### src/rtl/effh_pkg.sv
// Shared constants and types for the Ethernet frame field handling block
package effh_pkg;

	// ----------------------------------------
	// Field values
	// ----------------------------------------
	localparam logic [7:0] EFFH_PRE_BYTE = 8'h55;
	localparam logic [7:0] EFFH_SFD_BYTE = 8'hd5;
	localparam logic [7:0] EFFH_ONES_BYTE = 8'hff;
	localparam logic [15:0] EFFH_TYPE_VLAN = 16'h8100;
	localparam logic [15:0] EFFH_TYPE_PAUSE = 16'h8808;

	// ----------------------------------------
	// Positions and counts
	// ----------------------------------------
	localparam logic [2:0] EFFH_PRE_LAST = 3'h6;
	localparam logic [2:0] EFFH_SFD_POS = 3'h7;
	localparam logic [2:0] EFFH_BIT_LAST = 3'h7;
	localparam logic [15:0] EFFH_DA_FIRST = 16'h0000;
	localparam logic [15:0] EFFH_DA_LAST = 16'h0005;
	localparam logic [15:0] EFFH_TYPE_HI = 16'h000c;
	localparam logic [15:0] EFFH_TYPE_LO = 16'h000d;
	localparam logic [15:0] EFFH_HDR_BYTES = 16'h000e;
	localparam logic [15:0] EFFH_IDX_MAX = 16'hffff;
	localparam int unsigned EFFH_FIFO_DEPTH = 32;

	// ----------------------------------------
	// Values after reset
	// ----------------------------------------
	localparam logic [7:0] EFFH_RST_BYTE = 8'h00;
	localparam logic [15:0] EFFH_RST_IDX = 16'h0000;
	localparam logic [5:0] EFFH_RST_FRAMES = 6'h00;

	// ----------------------------------------
	// Types
	// ----------------------------------------
	typedef struct packed {
		logic last;
		logic [7:0] data;
	} effh_beat_t;

	typedef struct packed {
		logic [7:0] data;
		logic last;
		logic err;
		logic mcast;
		logic bcast;
		logic vlan;
		logic pause;
	} effh_rx_beat_t;

	typedef enum logic [2:0] {
		EFFH_TX_IDLE,
		EFFH_TX_PRE,
		EFFH_TX_SFD,
		EFFH_TX_DATA,
		EFFH_TX_FLUSH
	} effh_tx_state_t;

endpackage

### src/rtl/effh_fifo.sv
// Transmit byte FIFO with registered read data
module effh_fifo #(
	parameter int unsigned W = 9,
	parameter int unsigned D = 32
) (
	input wire logic clk_in,
	input wire logic srst_in,
	input wire logic [W-1:0] in_data_in,
	input wire logic in_valid_in,
	output logic in_ready_out,
	output logic [W-1:0] out_data_out,
	output logic out_valid_out,
	input wire logic out_ready_in
);
	localparam int unsigned AW = $clog2(D);

	logic [W-1:0] mem [D];
	logic [AW:0] wr_reg;
	logic [AW:0] rd_reg;
	logic [W-1:0] q_reg;
	logic qv_reg;

	// ----------------------------------------
	// Pointer decode
	// ----------------------------------------
	wire empty_w = (wr_reg == rd_reg);
	wire full_w = (wr_reg[AW] != rd_reg[AW]) && (wr_reg[AW-1:0] == rd_reg[AW-1:0]);
	wire push_w = in_valid_in && !full_w;
	wire load_w = !empty_w && (!qv_reg || out_ready_in);

	assign in_ready_out = !full_w;
	assign out_data_out = q_reg;
	assign out_valid_out = qv_reg;

	// ----------------------------------------
	// Storage
	// ----------------------------------------
	always_ff @(posedge clk_in) begin
		if (push_w) begin
			mem[wr_reg[AW-1:0]] <= in_data_in;
		end
	end

	always_ff @(posedge clk_in) begin
		if (srst_in) begin
			wr_reg <= '0;
			rd_reg <= '0;
			qv_reg <= 1'b0;
			q_reg <= '0;
		end else begin
			if (push_w) begin
				wr_reg <= wr_reg + 1'b1;
			end
			if (load_w) begin
				q_reg <= mem[rd_reg[AW-1:0]];
				rd_reg <= rd_reg + 1'b1;
				qv_reg <= 1'b1;
			end else if (out_ready_in) begin
				qv_reg <= 1'b0;
			end
		end
	end

endmodule

### src/rtl/effh_top.sv
// Frame field handling: preamble and delimiter insertion, stripping and address checks
// Notes on behaviour
// - transmit puts seven 0x55 preamble bytes ahead of every frame when custom preamble mode is off.
// - receive drops all preamble bytes before the user side.
// - custom preamble mode sends user bytes in the preamble slots.
// - transmit inserts the delimiter right after the preamble.
// - receive drops the delimiter before frame data reach the user.
// - first octet bit 0 clear means unicast, set means multicast.
// - all-ones destination is broadcast; all address kinds pass alike.
// - addresses go out least significant bit first.
// - fields go in order, each byte least significant bit first.
// - destination address is first field on transmit and receive.
// - source address comes from the user and passes unaltered.
// - source address stays the second field in received data.
// - VLAN tagged frames with four extra bytes are accepted.
// - jumbo frames pass without any length rejection.
// - PAUSE frames are sent and received like any other.
// - control and framing functions are always present; custom preamble mode switches off preamble insertion and the receive preamble check.
// - framing and receive error detection work with any attached PHY.
module effh_top
	import effh_pkg::*;
(
	input wire logic clk_in,
	input wire logic srst_in,
	input wire logic custom_pre_in,
	input wire effh_beat_t tx_beat_in,
	input wire logic tx_valid_in,
	output logic tx_ready_out,
	output logic tx_underrun_out,
	output logic phy_tx_bit_out,
	output logic phy_tx_en_out,
	input wire logic phy_rx_bit_in,
	input wire logic phy_rx_dv_in,
	input wire logic phy_rx_er_in,
	output effh_rx_beat_t rx_beat_out,
	output logic rx_valid_out,
	output logic rx_drop_out
);

	// ----------------------------------------
	// Transmit buffer
	// ----------------------------------------
	effh_beat_t fifo_beat;
	logic fifo_valid;
	logic fifo_pop;
	logic fifo_in_ready;
	logic [5:0] frames_reg;

	effh_fifo #(
		.W($bits(effh_beat_t)),
		.D(EFFH_FIFO_DEPTH)
	) effh_fifo_inst (
		.clk_in(clk_in),
		.srst_in(srst_in),
		.in_data_in(tx_beat_in),
		.in_valid_in(tx_valid_in),
		.in_ready_out(fifo_in_ready),
		.out_data_out(fifo_beat),
		.out_valid_out(fifo_valid),
		.out_ready_in(fifo_pop)
	);

	wire push_last_w = tx_valid_in && fifo_in_ready && tx_beat_in.last;
	wire pop_last_w = fifo_pop && fifo_beat.last;

	assign tx_ready_out = fifo_in_ready;

	always_ff @(posedge clk_in) begin
		if (srst_in) begin
			frames_reg <= EFFH_RST_FRAMES;
		end else if (push_last_w && !pop_last_w) begin
			frames_reg <= frames_reg + 6'h01;
		end else if (pop_last_w && !push_last_w) begin
			frames_reg <= frames_reg - 6'h01;
		end
	end

	// ----------------------------------------
	// Transmit framing
	// ----------------------------------------
	effh_tx_state_t tx_state_reg, tx_state_next;
	logic [2:0] tx_bit_reg;
	logic [2:0] tx_pre_reg, tx_pre_next;
	logic [7:0] tx_sh_reg, tx_sh_next;
	logic tx_en_reg, tx_en_next;
	logic tx_last_reg, tx_last_next;
	logic tx_custom_reg, tx_custom_next;
	logic tx_under_reg, tx_under_next;

	wire tx_tick_w = tx_en_reg && (tx_bit_reg == EFFH_BIT_LAST);
	wire tx_start_w = fifo_valid && ((frames_reg != EFFH_RST_FRAMES) || !fifo_in_ready);
	wire tx_abort_state_w = tx_last_reg;

	always_comb begin
		tx_state_next = tx_state_reg;
		tx_pre_next = tx_pre_reg;
		tx_sh_next = tx_en_reg ? {1'b0, tx_sh_reg[7:1]} : tx_sh_reg;
		tx_en_next = tx_en_reg;
		tx_last_next = tx_last_reg;
		tx_custom_next = tx_custom_reg;
		tx_under_next = 1'b0;
		fifo_pop = 1'b0;
		case (tx_state_reg)
			EFFH_TX_IDLE: begin
				if (tx_start_w) begin
					tx_en_next = 1'b1;
					tx_pre_next = 3'h0;
					tx_custom_next = custom_pre_in;
					tx_state_next = EFFH_TX_PRE;
					if (custom_pre_in) begin
						fifo_pop = 1'b1;
						tx_sh_next = fifo_beat.data;
						tx_last_next = fifo_beat.last;
					end else begin
						tx_sh_next = EFFH_PRE_BYTE;
						tx_last_next = 1'b0;
					end
				end
			end
			EFFH_TX_PRE: begin
				if (tx_tick_w) begin
					if (tx_pre_reg == EFFH_PRE_LAST) begin
						tx_sh_next = EFFH_SFD_BYTE;
						tx_state_next = EFFH_TX_SFD;
					end else if (!tx_custom_reg) begin
						tx_pre_next = tx_pre_reg + 3'h1;
						tx_sh_next = EFFH_PRE_BYTE;
					end else if (fifo_valid && !tx_last_reg) begin
						tx_pre_next = tx_pre_reg + 3'h1;
						fifo_pop = 1'b1;
						tx_sh_next = fifo_beat.data;
						tx_last_next = fifo_beat.last;
					end else begin
						tx_en_next = 1'b0;
						tx_under_next = 1'b1;
						tx_state_next = tx_abort_state_w ? EFFH_TX_IDLE : EFFH_TX_FLUSH;
					end
				end
			end
			EFFH_TX_SFD: begin
				if (tx_tick_w) begin
					if (fifo_valid && !tx_last_reg) begin
						fifo_pop = 1'b1;
						tx_sh_next = fifo_beat.data;
						tx_last_next = fifo_beat.last;
						tx_state_next = EFFH_TX_DATA;
					end else begin
						tx_en_next = 1'b0;
						tx_under_next = 1'b1;
						tx_state_next = tx_abort_state_w ? EFFH_TX_IDLE : EFFH_TX_FLUSH;
					end
				end
			end
			EFFH_TX_DATA: begin
				if (tx_tick_w) begin
					if (tx_last_reg) begin
						tx_en_next = 1'b0;
						tx_state_next = EFFH_TX_IDLE;
					end else if (fifo_valid) begin
						fifo_pop = 1'b1;
						tx_sh_next = fifo_beat.data;
						tx_last_next = fifo_beat.last;
					end else begin
						tx_en_next = 1'b0;
						tx_under_next = 1'b1;
						tx_state_next = EFFH_TX_FLUSH;
					end
				end
			end
			EFFH_TX_FLUSH: begin
				if (fifo_valid) begin
					fifo_pop = 1'b1;
					if (fifo_beat.last) begin
						tx_state_next = EFFH_TX_IDLE;
					end
				end
			end
			default: begin
				tx_en_next = 1'b0;
				tx_state_next = EFFH_TX_IDLE;
			end
		endcase
	end

	always_ff @(posedge clk_in) begin
		if (srst_in) begin
			tx_state_reg <= EFFH_TX_IDLE;
			tx_bit_reg <= 3'h0;
			tx_pre_reg <= 3'h0;
			tx_sh_reg <= EFFH_RST_BYTE;
			tx_en_reg <= 1'b0;
			tx_last_reg <= 1'b0;
			tx_custom_reg <= 1'b0;
			tx_under_reg <= 1'b0;
		end else begin
			tx_state_reg <= tx_state_next;
			tx_bit_reg <= tx_en_reg ? tx_bit_reg + 3'h1 : 3'h0;
			tx_pre_reg <= tx_pre_next;
			tx_sh_reg <= tx_sh_next;
			tx_en_reg <= tx_en_next;
			tx_last_reg <= tx_last_next;
			tx_custom_reg <= tx_custom_next;
			tx_under_reg <= tx_under_next;
		end
	end

	assign phy_tx_bit_out = tx_sh_reg[0];
	assign phy_tx_en_out = tx_en_reg;
	assign tx_underrun_out = tx_under_reg;

	// ----------------------------------------
	// Receive byte alignment
	// ----------------------------------------
	logic [2:0] rx_bit_reg;
	logic [7:0] rx_sh_reg;
	logic rx_act_reg;
	logic rx_custom_reg;

	wire [7:0] rx_byte_w = {phy_rx_bit_in, rx_sh_reg[7:1]};
	wire rx_done_w = phy_rx_dv_in && (rx_bit_reg == EFFH_BIT_LAST);
	wire rx_end_w = rx_act_reg && !phy_rx_dv_in;
	wire rx_start_w = !rx_act_reg && phy_rx_dv_in;

	always_ff @(posedge clk_in) begin
		if (srst_in) begin
			rx_bit_reg <= 3'h0;
			rx_sh_reg <= EFFH_RST_BYTE;
			rx_act_reg <= 1'b0;
			rx_custom_reg <= 1'b0;
		end else begin
			rx_bit_reg <= phy_rx_dv_in ? rx_bit_reg + 3'h1 : 3'h0;
			rx_sh_reg <= phy_rx_dv_in ? rx_byte_w : EFFH_RST_BYTE;
			rx_act_reg <= phy_rx_dv_in;
			if (rx_start_w) begin
				rx_custom_reg <= custom_pre_in;
			end
		end
	end

	// ----------------------------------------
	// Receive stripping and checks
	// ----------------------------------------
	logic [2:0] rx_pre_reg;
	logic rx_sync_reg;
	logic rx_bad_reg;
	logic [15:0] rx_idx_reg;
	logic rx_hold_reg;
	logic [7:0] rx_hold_data_reg;
	logic rx_mcast_reg;
	logic rx_bcast_reg;
	logic [7:0] rx_type_hi_reg;
	logic rx_vlan_reg;
	logic rx_pause_reg;

	wire rx_pre_byte_w = rx_done_w && !rx_sync_reg && (rx_pre_reg != EFFH_SFD_POS);
	wire rx_sfd_byte_w = rx_done_w && !rx_sync_reg && (rx_pre_reg == EFFH_SFD_POS);
	wire rx_body_w = rx_done_w && rx_sync_reg && !rx_bad_reg;
	wire rx_pre_bad_w = rx_pre_byte_w && !rx_custom_reg && (rx_byte_w != EFFH_PRE_BYTE);
	wire rx_sfd_ok_w = rx_sfd_byte_w && (rx_byte_w == EFFH_SFD_BYTE);
	wire rx_sfd_bad_w = rx_sfd_byte_w && !rx_sfd_ok_w;
	wire rx_phy_err_w = phy_rx_dv_in && phy_rx_er_in;
	wire rx_ones_w = (rx_byte_w == EFFH_ONES_BYTE);
	wire [15:0] rx_type_w = {rx_type_hi_reg, rx_byte_w};
	wire rx_short_w = (rx_idx_reg < EFFH_HDR_BYTES);
	wire rx_end_err_w = rx_bad_reg || (rx_bit_reg != 3'h0) || rx_short_w;
	wire rx_emit_mid_w = rx_body_w && rx_hold_reg;
	wire rx_emit_end_w = rx_end_w && rx_hold_reg;

	always_ff @(posedge clk_in) begin
		if (srst_in || rx_end_w) begin
			rx_pre_reg <= 3'h0;
			rx_sync_reg <= 1'b0;
			rx_bad_reg <= 1'b0;
			rx_idx_reg <= EFFH_RST_IDX;
			rx_hold_reg <= 1'b0;
		end else begin
			if (rx_pre_byte_w) begin
				rx_pre_reg <= rx_pre_reg + 3'h1;
			end
			if (rx_sfd_ok_w) begin
				rx_sync_reg <= 1'b1;
			end
			if (rx_pre_bad_w || rx_sfd_bad_w || rx_phy_err_w) begin
				rx_bad_reg <= 1'b1;
			end
			if (rx_body_w) begin
				rx_hold_reg <= 1'b1;
				if (rx_idx_reg != EFFH_IDX_MAX) begin
					rx_idx_reg <= rx_idx_reg + 16'h0001;
				end
			end
		end
	end

	always_ff @(posedge clk_in) begin
		if (srst_in) begin
			rx_hold_data_reg <= EFFH_RST_BYTE;
			rx_mcast_reg <= 1'b0;
			rx_bcast_reg <= 1'b0;
			rx_type_hi_reg <= EFFH_RST_BYTE;
			rx_vlan_reg <= 1'b0;
			rx_pause_reg <= 1'b0;
		end else if (rx_body_w) begin
			rx_hold_data_reg <= rx_byte_w;
			if (rx_idx_reg == EFFH_DA_FIRST) begin
				rx_mcast_reg <= rx_byte_w[0];
				rx_bcast_reg <= rx_ones_w;
				rx_vlan_reg <= 1'b0;
				rx_pause_reg <= 1'b0;
			end else if (rx_idx_reg <= EFFH_DA_LAST) begin
				rx_bcast_reg <= rx_bcast_reg && rx_ones_w;
			end
			if (rx_idx_reg == EFFH_TYPE_HI) begin
				rx_type_hi_reg <= rx_byte_w;
			end
			if (rx_idx_reg == EFFH_TYPE_LO) begin
				rx_vlan_reg <= (rx_type_w == EFFH_TYPE_VLAN);
				rx_pause_reg <= (rx_type_w == EFFH_TYPE_PAUSE);
			end
		end
	end

	// ----------------------------------------
	// Receive output stage
	// ----------------------------------------
	effh_rx_beat_t rx_out_reg;
	logic rx_valid_reg;
	logic rx_drop_reg;

	always_ff @(posedge clk_in) begin
		if (srst_in) begin
			rx_out_reg <= '0;
			rx_valid_reg <= 1'b0;
			rx_drop_reg <= 1'b0;
		end else begin
			rx_valid_reg <= rx_emit_mid_w || rx_emit_end_w;
			rx_drop_reg <= rx_end_w && !rx_hold_reg;
			if (rx_emit_mid_w || rx_emit_end_w) begin
				rx_out_reg.data <= rx_hold_data_reg;
				rx_out_reg.last <= rx_emit_end_w;
				rx_out_reg.err <= rx_emit_end_w && rx_end_err_w;
				rx_out_reg.mcast <= rx_mcast_reg;
				rx_out_reg.bcast <= rx_bcast_reg;
				rx_out_reg.vlan <= rx_vlan_reg;
				rx_out_reg.pause <= rx_pause_reg;
			end
		end
	end

	assign rx_beat_out = rx_out_reg;
	assign rx_valid_out = rx_valid_reg;
	assign rx_drop_out = rx_drop_reg;

endmodule

### config.mk
export PLATFORM = sky130hd
export DESIGN_NAME = effh_top
export DESIGN_NICKNAME = d
export VERILOG_FILES = /design/src/rtl/effh_pkg.sv /design/src/rtl/effh_fifo.sv /design/src/rtl/effh_top.sv
export SDC_FILE = /design/constraint.sdc
export NUM_CORES = 1
export LEC_CHECK = 0
export BUFFER_PORTS_ARGS = -buffer_cell sky130_fd_sc_hd__buf_4
export CAP_MARGIN = 30
export CORE_UTILIZATION = 60
export CTS_CLUSTER_DIAMETER = 120
export DETAILED_ROUTE_END_ITERATION = 10
export GPL_TIMING_DRIVEN = 0
export HOLD_SLACK_MARGIN = 0.15
export PLACE_DENSITY = 0.77
export SYNTH_ARGS = -nofsm -noshare
export SYNTH_HDL_FRONTEND = slang
export SYNTH_SLANG_ARGS = --single-unit
export TNS_END_PERCENT = 100
### constraint.sdc
create_clock -name clk_in -period 3.42 [get_ports clk_in]
set_input_delay 0.342 -clock clk_in [delete_from_list [all_inputs] [get_ports clk_in]]
set_output_delay 0.342 -clock clk_in [all_outputs]
set_load 0.01 [all_outputs]
==> results of run 1 <==
[final cells by class]
cell class	instances	area [um^2]
buffer	70	327
clock buffer	57	1170
clock inverter	15	151
fill	1942	8660
inverter	19	71.3
multi-input combinational	742	5590
sequential	407	11000
tap	378	473
timing repair buffer	40	304
[worst paths after layout]
path	to	cells after the start	slack [ns]	from
setup / recovery	frames_reg[5]	15	0.24	effh_fifo_inst.wr_reg[4]
setup reg to reg	frames_reg[5]	15	0.24	effh_fifo_inst.wr_reg[4]
hold / removal	rx_drop_out	3	0.20	phy_rx_dv_in
hold reg to reg	tx_bit_reg[0]	1	0.44	tx_bit_reg[0]
[Yosys cell counts (all sizes together), types with 6 or more instances]
| library cell | count | share of area |
|---|---|---|
| nor3 | 23 | 0.0077 |
| nand3 | 40 | 0.012 |
| mux2i | 78 | 0.046 |
| and3 | 10 | 0.0037 |
| a311oi | 6 | 0.0031 |
| and2 | 16 | 0.0060 |
| a31oi | 8 | 0.0029 |
| xnor2 | 14 | 0.0072 |
| a22oi | 26 | 0.011 |
| dfxtp | 119 | 0.14 |
| nand2 | 73 | 0.016 |
| nor4 | 10 | 0.0037 |
| edfxtp | 288 | 0.51 |
| xor2 | 20 | 0.010 |
| nor2 | 127 | 0.028 |
| clkbuf | 34 | 0.0076 |
| buf | 36 | 0.011 |
| or3 | 7 | 0.0029 |
| nor3b | 8 | 0.0035 |
| o21ai | 29 | 0.0085 |
| a21oi | 64 | 0.019 |
| inv | 19 | 0.0042 |
| nor2b | 13 | 0.0049 |
| mux4 | 49 | 0.065 |
| nand4 | 16 | 0.0059 |
| a211oi | 7 | 0.0034 |
| ha | 23 | 0.017 |
[tightest hold or removal path, cell delays in order]
cell and delay, ns:
buf_4 0.12, nor2b_1 0.08, nor3b_1 0.14
[metrics by stage]
stage / cell area [um^2] / power, W / hold WS, ns / worst slack [ns] / std cells
after CTS: 19100 / 0.0125 / 0.193 / 0.0442 / 1725
after detailed placement: 17700 / 0.00813 / 0.433 / -0.410 / 1650
after floorplan: 17000 / 0.00741 / 0.405 / 0.306 / 1238
final: 19100 / 0.0125 / 0.204 / 0.242 / 1728
after global placement: 17700 / 0.00811 / 0.413 / -0.401 / 1649
after global routing: 19100 / 0.0129 / 0.207 / 0.0000751 / 1728
[power groups by stage]
stage | Combinational [W] | Clock [W] | Sequential, W
2_1_floorplan | 0.00181 | 0 | 0.00560
3_3_place_gp | 0.00249 | 0 | 0.00562
5_1_grt | 0.00276 | 0.00463 | 0.00554
3_5_place_dp | 0.00250 | 0 | 0.00563
4_1_cts | 0.00254 | 0.00445 | 0.00552
6_report | 0.00258 | 0.00441 | 0.00553
[cell usage in the layout, fill, tap and decap left out, drive strengths merged, types with 20 or more instances in the layout]
cell    Yosys  routed
ha         23      23
a21oi      64      64
clkbuf     34      92
mux2i      78      78
a22oi      26      26
nor3       23      23
dfxtp     119     119
nand2      73      73
o21ai      29      29
xor2       20      20
mux4       49      49
edfxtp    288     288
nand3      40      40
buf        36      72
nor2      127     127
inv        19      20
[kinds of logic (layout without fill, tap and decap cells)]
kind of cell | after synthesis | after routing | share of synthesized area
flops | 407 | 407 | 0.650
simple gates | 365 | 365 | 0.105
mux | 129 | 129 | 0.112
buf+inv | 89 | 201 | 0.0232
compound gates | 190 | 190 | 0.0744
fa+ha+maj | 24 | 24 | 0.0181
xor+xnor | 34 | 34 | 0.0175
[timing repair]
item,CTS,global route
endpoints found under the hold margin,4,0
setup buffers,0,2
pin swaps,1,2
hold buffers,3,0
endpoints found under the setup margin,4,3
gates resized for setup,7,9
[metal layers]
metal  vias to the layer above  global-route usage  wire length, um  share of wire
li1                       4868                   -                -              -
met1                      5238               0.376            15900           0.41
met2                       536               0.440            18400           0.47
met3                       102              0.0560             3390          0.087
met4                         0               0.125             1510          0.038
met5                         -                   0                0              0
==> flow_summary.json, run 1 <==
{
  "viasPerCell": 6.22,
  "finalNetCount": 1361,
  "die_w_um": 170,
  "yosys_warnings": 0,
  "antenna_cells": 0,
  "status": "completed",
  "fin_crit_sh": 0.929,
  "drtIter0Drc": 1099,
  "dieArea_um2": 29000,
  "startpoint_type": "flop",
  "globalRouteTotalUtil": 0.279,
  "cts_tree": "built",
  "core_um2": 27800,
  "cts_sinks": 407,
  "cp_slowest_cell": "nor3_4",
  "wire_per_inst_um": 22.7,
  "grt_pass1_wl_um": 59600,
  "grt_max_degree": 34,
  "yosysSeqAreaShare": 0.650,
  "syn-cell-area_um2": 17000,
  "io_buffers": 33,
  "leakagePower_nw": 6.41,
  "numCtsBuffers": 41,
  "grt_pass1_vias": 10400,
  "vias": 10700,
  "dieHeight_um": 170,
  "initial_core_util": 0.611,
  "skew_ns": 0.0119,
  "critPathCaptureType": "flop",
  "synth_edf_count": 288,
  "min_path_type": "in2reg",
  "worstPathRequired_ns": 3.81,
  "cpPeakStageDelay_ns": 0.34,
  "drv_slew": 0,
  "cp_common_cell": "buf_2",
  "worst_pin_slew_ns": 0.995,
  "drt_pre_antenna_iters": 6,
  "syn_inst": 1238,
  "htreeDepth": 2,
  "seqPwrFrac": 0.441,
  "syn_avg_cell_area_um2": 13.7,
  "area_growth_pct": 12.6,
  "period_needed_ns": 3.18,
  "fin_util": 0.688,
  "fp-row-count": 61,
  "ys_seq_elements": 407,
  "synth-async-reset-ratio": 0,
  "clk_path_buf_depth": 3,
  "drv_cap": 0,
  "synth_ff_type": "edfxtp_1",
  "critical_path.cell_chain": "buf_2 -> xor2_2 -> nor3_4 -> a21boi_1 -> buf_2 -> and2_1 -> ha_2 -> inv_2 -> ha_1 -> a21o_1 -> a21oi_2 -> o21ai_0 -> o311ai_1 -> xnor2_1 -> nor2_1",
  "relSlewSlack": 0.320,
  "syn_nets": 1278,
  "grt_antenna_before_repair": 0,
  "cp_max_fo": 10,
  "cts_root_buf": "clkbuf_16",
  "clk_pin_slew_ns": 0.06,
  "ir_drop_mv": 0.438,
  "cp_data_arrival_time_ns": 3.57,
  "switching_share": 0.276,
  "gpl.final_weighted_congestion": 0.985,
  "critical_path.top_delay_family": "compound AO/OA/AOI/OAI gates",
  "largest_reg_flops": 288,
  "internal-power_w": 0.00907,
  "grt_overflow": 0,
  "p_sw_w": 0.00345,
  "clock.fmax_mhz": 315,
  "setup-tns-final_ns": 0,
  "wirelength_um": 39200,
  "setup_viol": 0,
  "drc": 0,
  "drive_gt1_frac": 0.148,
  "finalHoldViolCount": 0,
  "power_frac_comb": 0.206,
  "power_density_nw_per_um2": 655,
  "hpwlAfterDp_um": 25700,
  "cp_num_buf_inv": 3,
  "synth_cell_type_count": 76,
  "ios": 36,
  "path_class": "reg2reg",
  "clkLatencyLatePin_ns": 0.53,
  "ant_nets": 0,
  "rsz0062_at_grt": "false",
  "clkPwrFrac": 0.352
}
Note: power is estimated with default switching activity, not from simulation.
==> inputs of run 2 (changes only) <==
--- a/config.mk
+++ b/config.mk
@@ -15,2 +15,3 @@
 export PLACE_DENSITY = 0.77
+export REMOVE_ABC_BUFFERS = 1
 export SYNTH_ARGS = -nofsm -noshare
==> constraint.sdc (replaced) <==
create_clock -name clk_in -period 3.42 [get_ports clk_in]
set_input_delay 0.171 -clock clk_in [delete_from_list [all_inputs] [get_ports clk_in]]
set_output_delay 0.171 -clock clk_in [all_outputs]
set_load 0.01 [all_outputs]
==> flow_summary.json, run 2 (synthesis gave the netlist of run 1 again) <==
{
  "status": "completed",
  "numCtsBuffers": 42,
  "grt_overflow": 0,
  "ant_nets": 0,
  "p_sw_w": 0.00343,
  "min_from": "srst_in",
  "clk_path_buf_depth": 3,
  "vias": 10500,
  "clkLatencyLatePin_ns": 0.54,
  "fin_hold_ws_ns": 0.254,
  "grt_pass1_vias": 10300,
  "ir_drop_mv": 0.457,
  "cts_tree": "built",
  "internal-power_w": 0.00887,
  "multi_input_area_um2": 5600,
  "path_class": "reg2reg",
  "timing.reg2reg.setup_slack_ns": 0.22,
  "seqPwrFrac": 0.457,
  "fill_cells": 1923,
  "fp-row-count": 61,
  "io_buffers": 35,
  "cts_sinks": 407,
  "finalWorstSetupSlack_ns": 0.224,
  "relSlewSlack": 0.326,
  "hold_path_depth": 2,
  "worst_pin_slew_ns": 1.01,
  "drv_cap": 0,
  "grt_pass1_wl_um": 56600,
  "area_growth_pct": 12.6,
  "fin_cells": 1692,
  "core_um2": 27800,
  "placed_cells": 1585,
  "dieHeight_um": 170,
  "finalHoldViolCount": 0,
  "rr_worst_depth": 16,
  "mostFrequentLayoutCells": "edfxtp_1 (288), nor2_1 (127), dfxtp_1 (105)",
  "period_needed_ns": 3.20,
  "hold_path_end": "rx_beat_out[11]",
  "power_density_nw_per_um2": 643,
  "die_w_um": 170,
  "power_frac_comb": 0.196,
  "dieArea_um2": 29000,
  "pre_cts_slack_ns": -0.808,
  "grt_max_degree": 90,
  "wire_per_inst_um": 21.7,
  "ios": 36,
  "worstPathRequired_ns": 3.82,
  "seq_area_um2": 11100,
  "drc": 0,
  "gpl.final_weighted_congestion": 0.894,
  "rsz0062_at_grt": "false",
  "total_power_w": 0.0123,
  "fin_crit_sh": 0.935,
  "critPathCaptureType": "flop",
  "cp_max_fo": 6,
  "setup-tns-final_ns": 0,
  "htreeDepth": 2,
  "skew_ns": 0.0225,
  "startpoint_type": "flop",
  "clock.fmax_mhz": 313,
  "worstReg2RegEnd": "frames_reg[4]",
  "cp_data_arrival_time_ns": 3.59,
  "wirelength_um": 36700,
  "drive_gt1_frac": 0.155,
  "globalRouteTotalUtil": 0.259,
  "clk_pin_slew_ns": 0.06,
  "finalNetCount": 1321,
  "leakagePower_nw": 6.35,
  "largest_reg_flops": 288,
  "drt_pre_antenna_iters": 5,
  "min_path_type": "in2reg",
  "clkPwrFrac": 0.346,
  "grt_antenna_before_repair": 0,
  "final_common_cell": "edfxtp_1",
  "antenna_cells": 0,
  "drv_slew": 0,
  "cts_root_buf": "clkbuf_16",
  "switching_share": 0.279,
  "drtIter0Drc": 1154,
  "initial_core_util": 0.611,
  "setup_viol": 0,
  "viasPerCell": 6.20,
  "r2r_start": "tx_pre_reg[0]",
  "hpwlAfterDp_um": 22000
}
-- run 2: changes by cell type in the layout (fill, tap and decap cells not counted), sizes merged --
cell         change
inv              +1
buf             -20
dlygate4sd3     +13
clkinv          +10
bufinv           -2
clkbuf          -40
clkinvlp         +2
-- run 2: critical path, stage by stage, from the launching register on --
cell,delay [ns]
dfxtp_1,0.33
inv_1,0.07
ha_1,0.25
a21boi_4,0.22
a21oi_1,0.12
or3_4,0.39
o21ai_2,0.12
o21ai_1,0.13
ha_2,0.23
inv_2,0.13
ha_1,0.31
a21o_1,0.21
a21oi_1,0.17
xor2_1,0.16
nor2_1,0.05
a21oi_1,0.12
nor2_1,0.05
-- run 2: how the worst max path moves through the flow --
stage | endpoint | from | slack [ns]
global route | frames_reg[5] | tx_bit_reg[0] | 0.01
finish | frames_reg[4] | tx_pre_reg[0] | 0.22
detailed placement | frames_reg[5] | effh_fifo_inst.rd_reg[4] | -0.81
global placement | frames_reg[5] | effh_fifo_inst.rd_reg[1] | -3.53
floorplan | frames_reg[5] | effh_fifo_inst.rd_reg[1] | -1.91
CTS | frames_reg[5] | tx_pre_reg[0] | 0.001
-- run 2: area by class of cell --
cell class / count / share of cell area
flip-flops and latches: 407 / 0.579
multi-input cells: 742 / 0.293
clock buffers: 51 / 0.0579
repair buffers: 69 / 0.0327
well taps: 378 / 0.0248
clock inverters: 26 / 0.00891
inverters: 19 / 0.00373
-- run 2: layer usage --
layer | routed length [um] | GRT usage | part of all wire | vias to the layer above
met4 | 1120 | 0.106 | 0.031 | 0
met3 | 2780 | 0.0467 | 0.076 | 78
met5 | 0 | 0 | 0 | -
li1 | - | - | - | 4788
met1 | 14900 | 0.344 | 0.41 | 5155
met2 | 17900 | 0.424 | 0.49 | 466
-- run 2: power by group through the flow --
stage               clock (W)  sequential, W  combinational, W
finish                0.00426        0.00562           0.00242
global route          0.00450        0.00564           0.00259
CTS                   0.00430        0.00561           0.00235
detailed placement          0        0.00586           0.00211
global placement            0        0.00604           0.00197
floorplan                   0        0.00589           0.00147
-- run 2: what timing repair did --
item	CTS	global route
setup buffers	6	6
pin swaps	0	3
setup endpoints to repair	293	3
cloned	0	0
endpoints found under the hold margin	303	0
hold buffers	16	0
gates resized for setup	15	15
-- run 2: stage by stage --
stage                     area, um^2   util
after floorplan                16700      -
after global placement         17400  0.626
after detailed placement       17500  0.629
after CTS                      19000  0.684
after global routing           19100  0.688
final                          19100  0.688
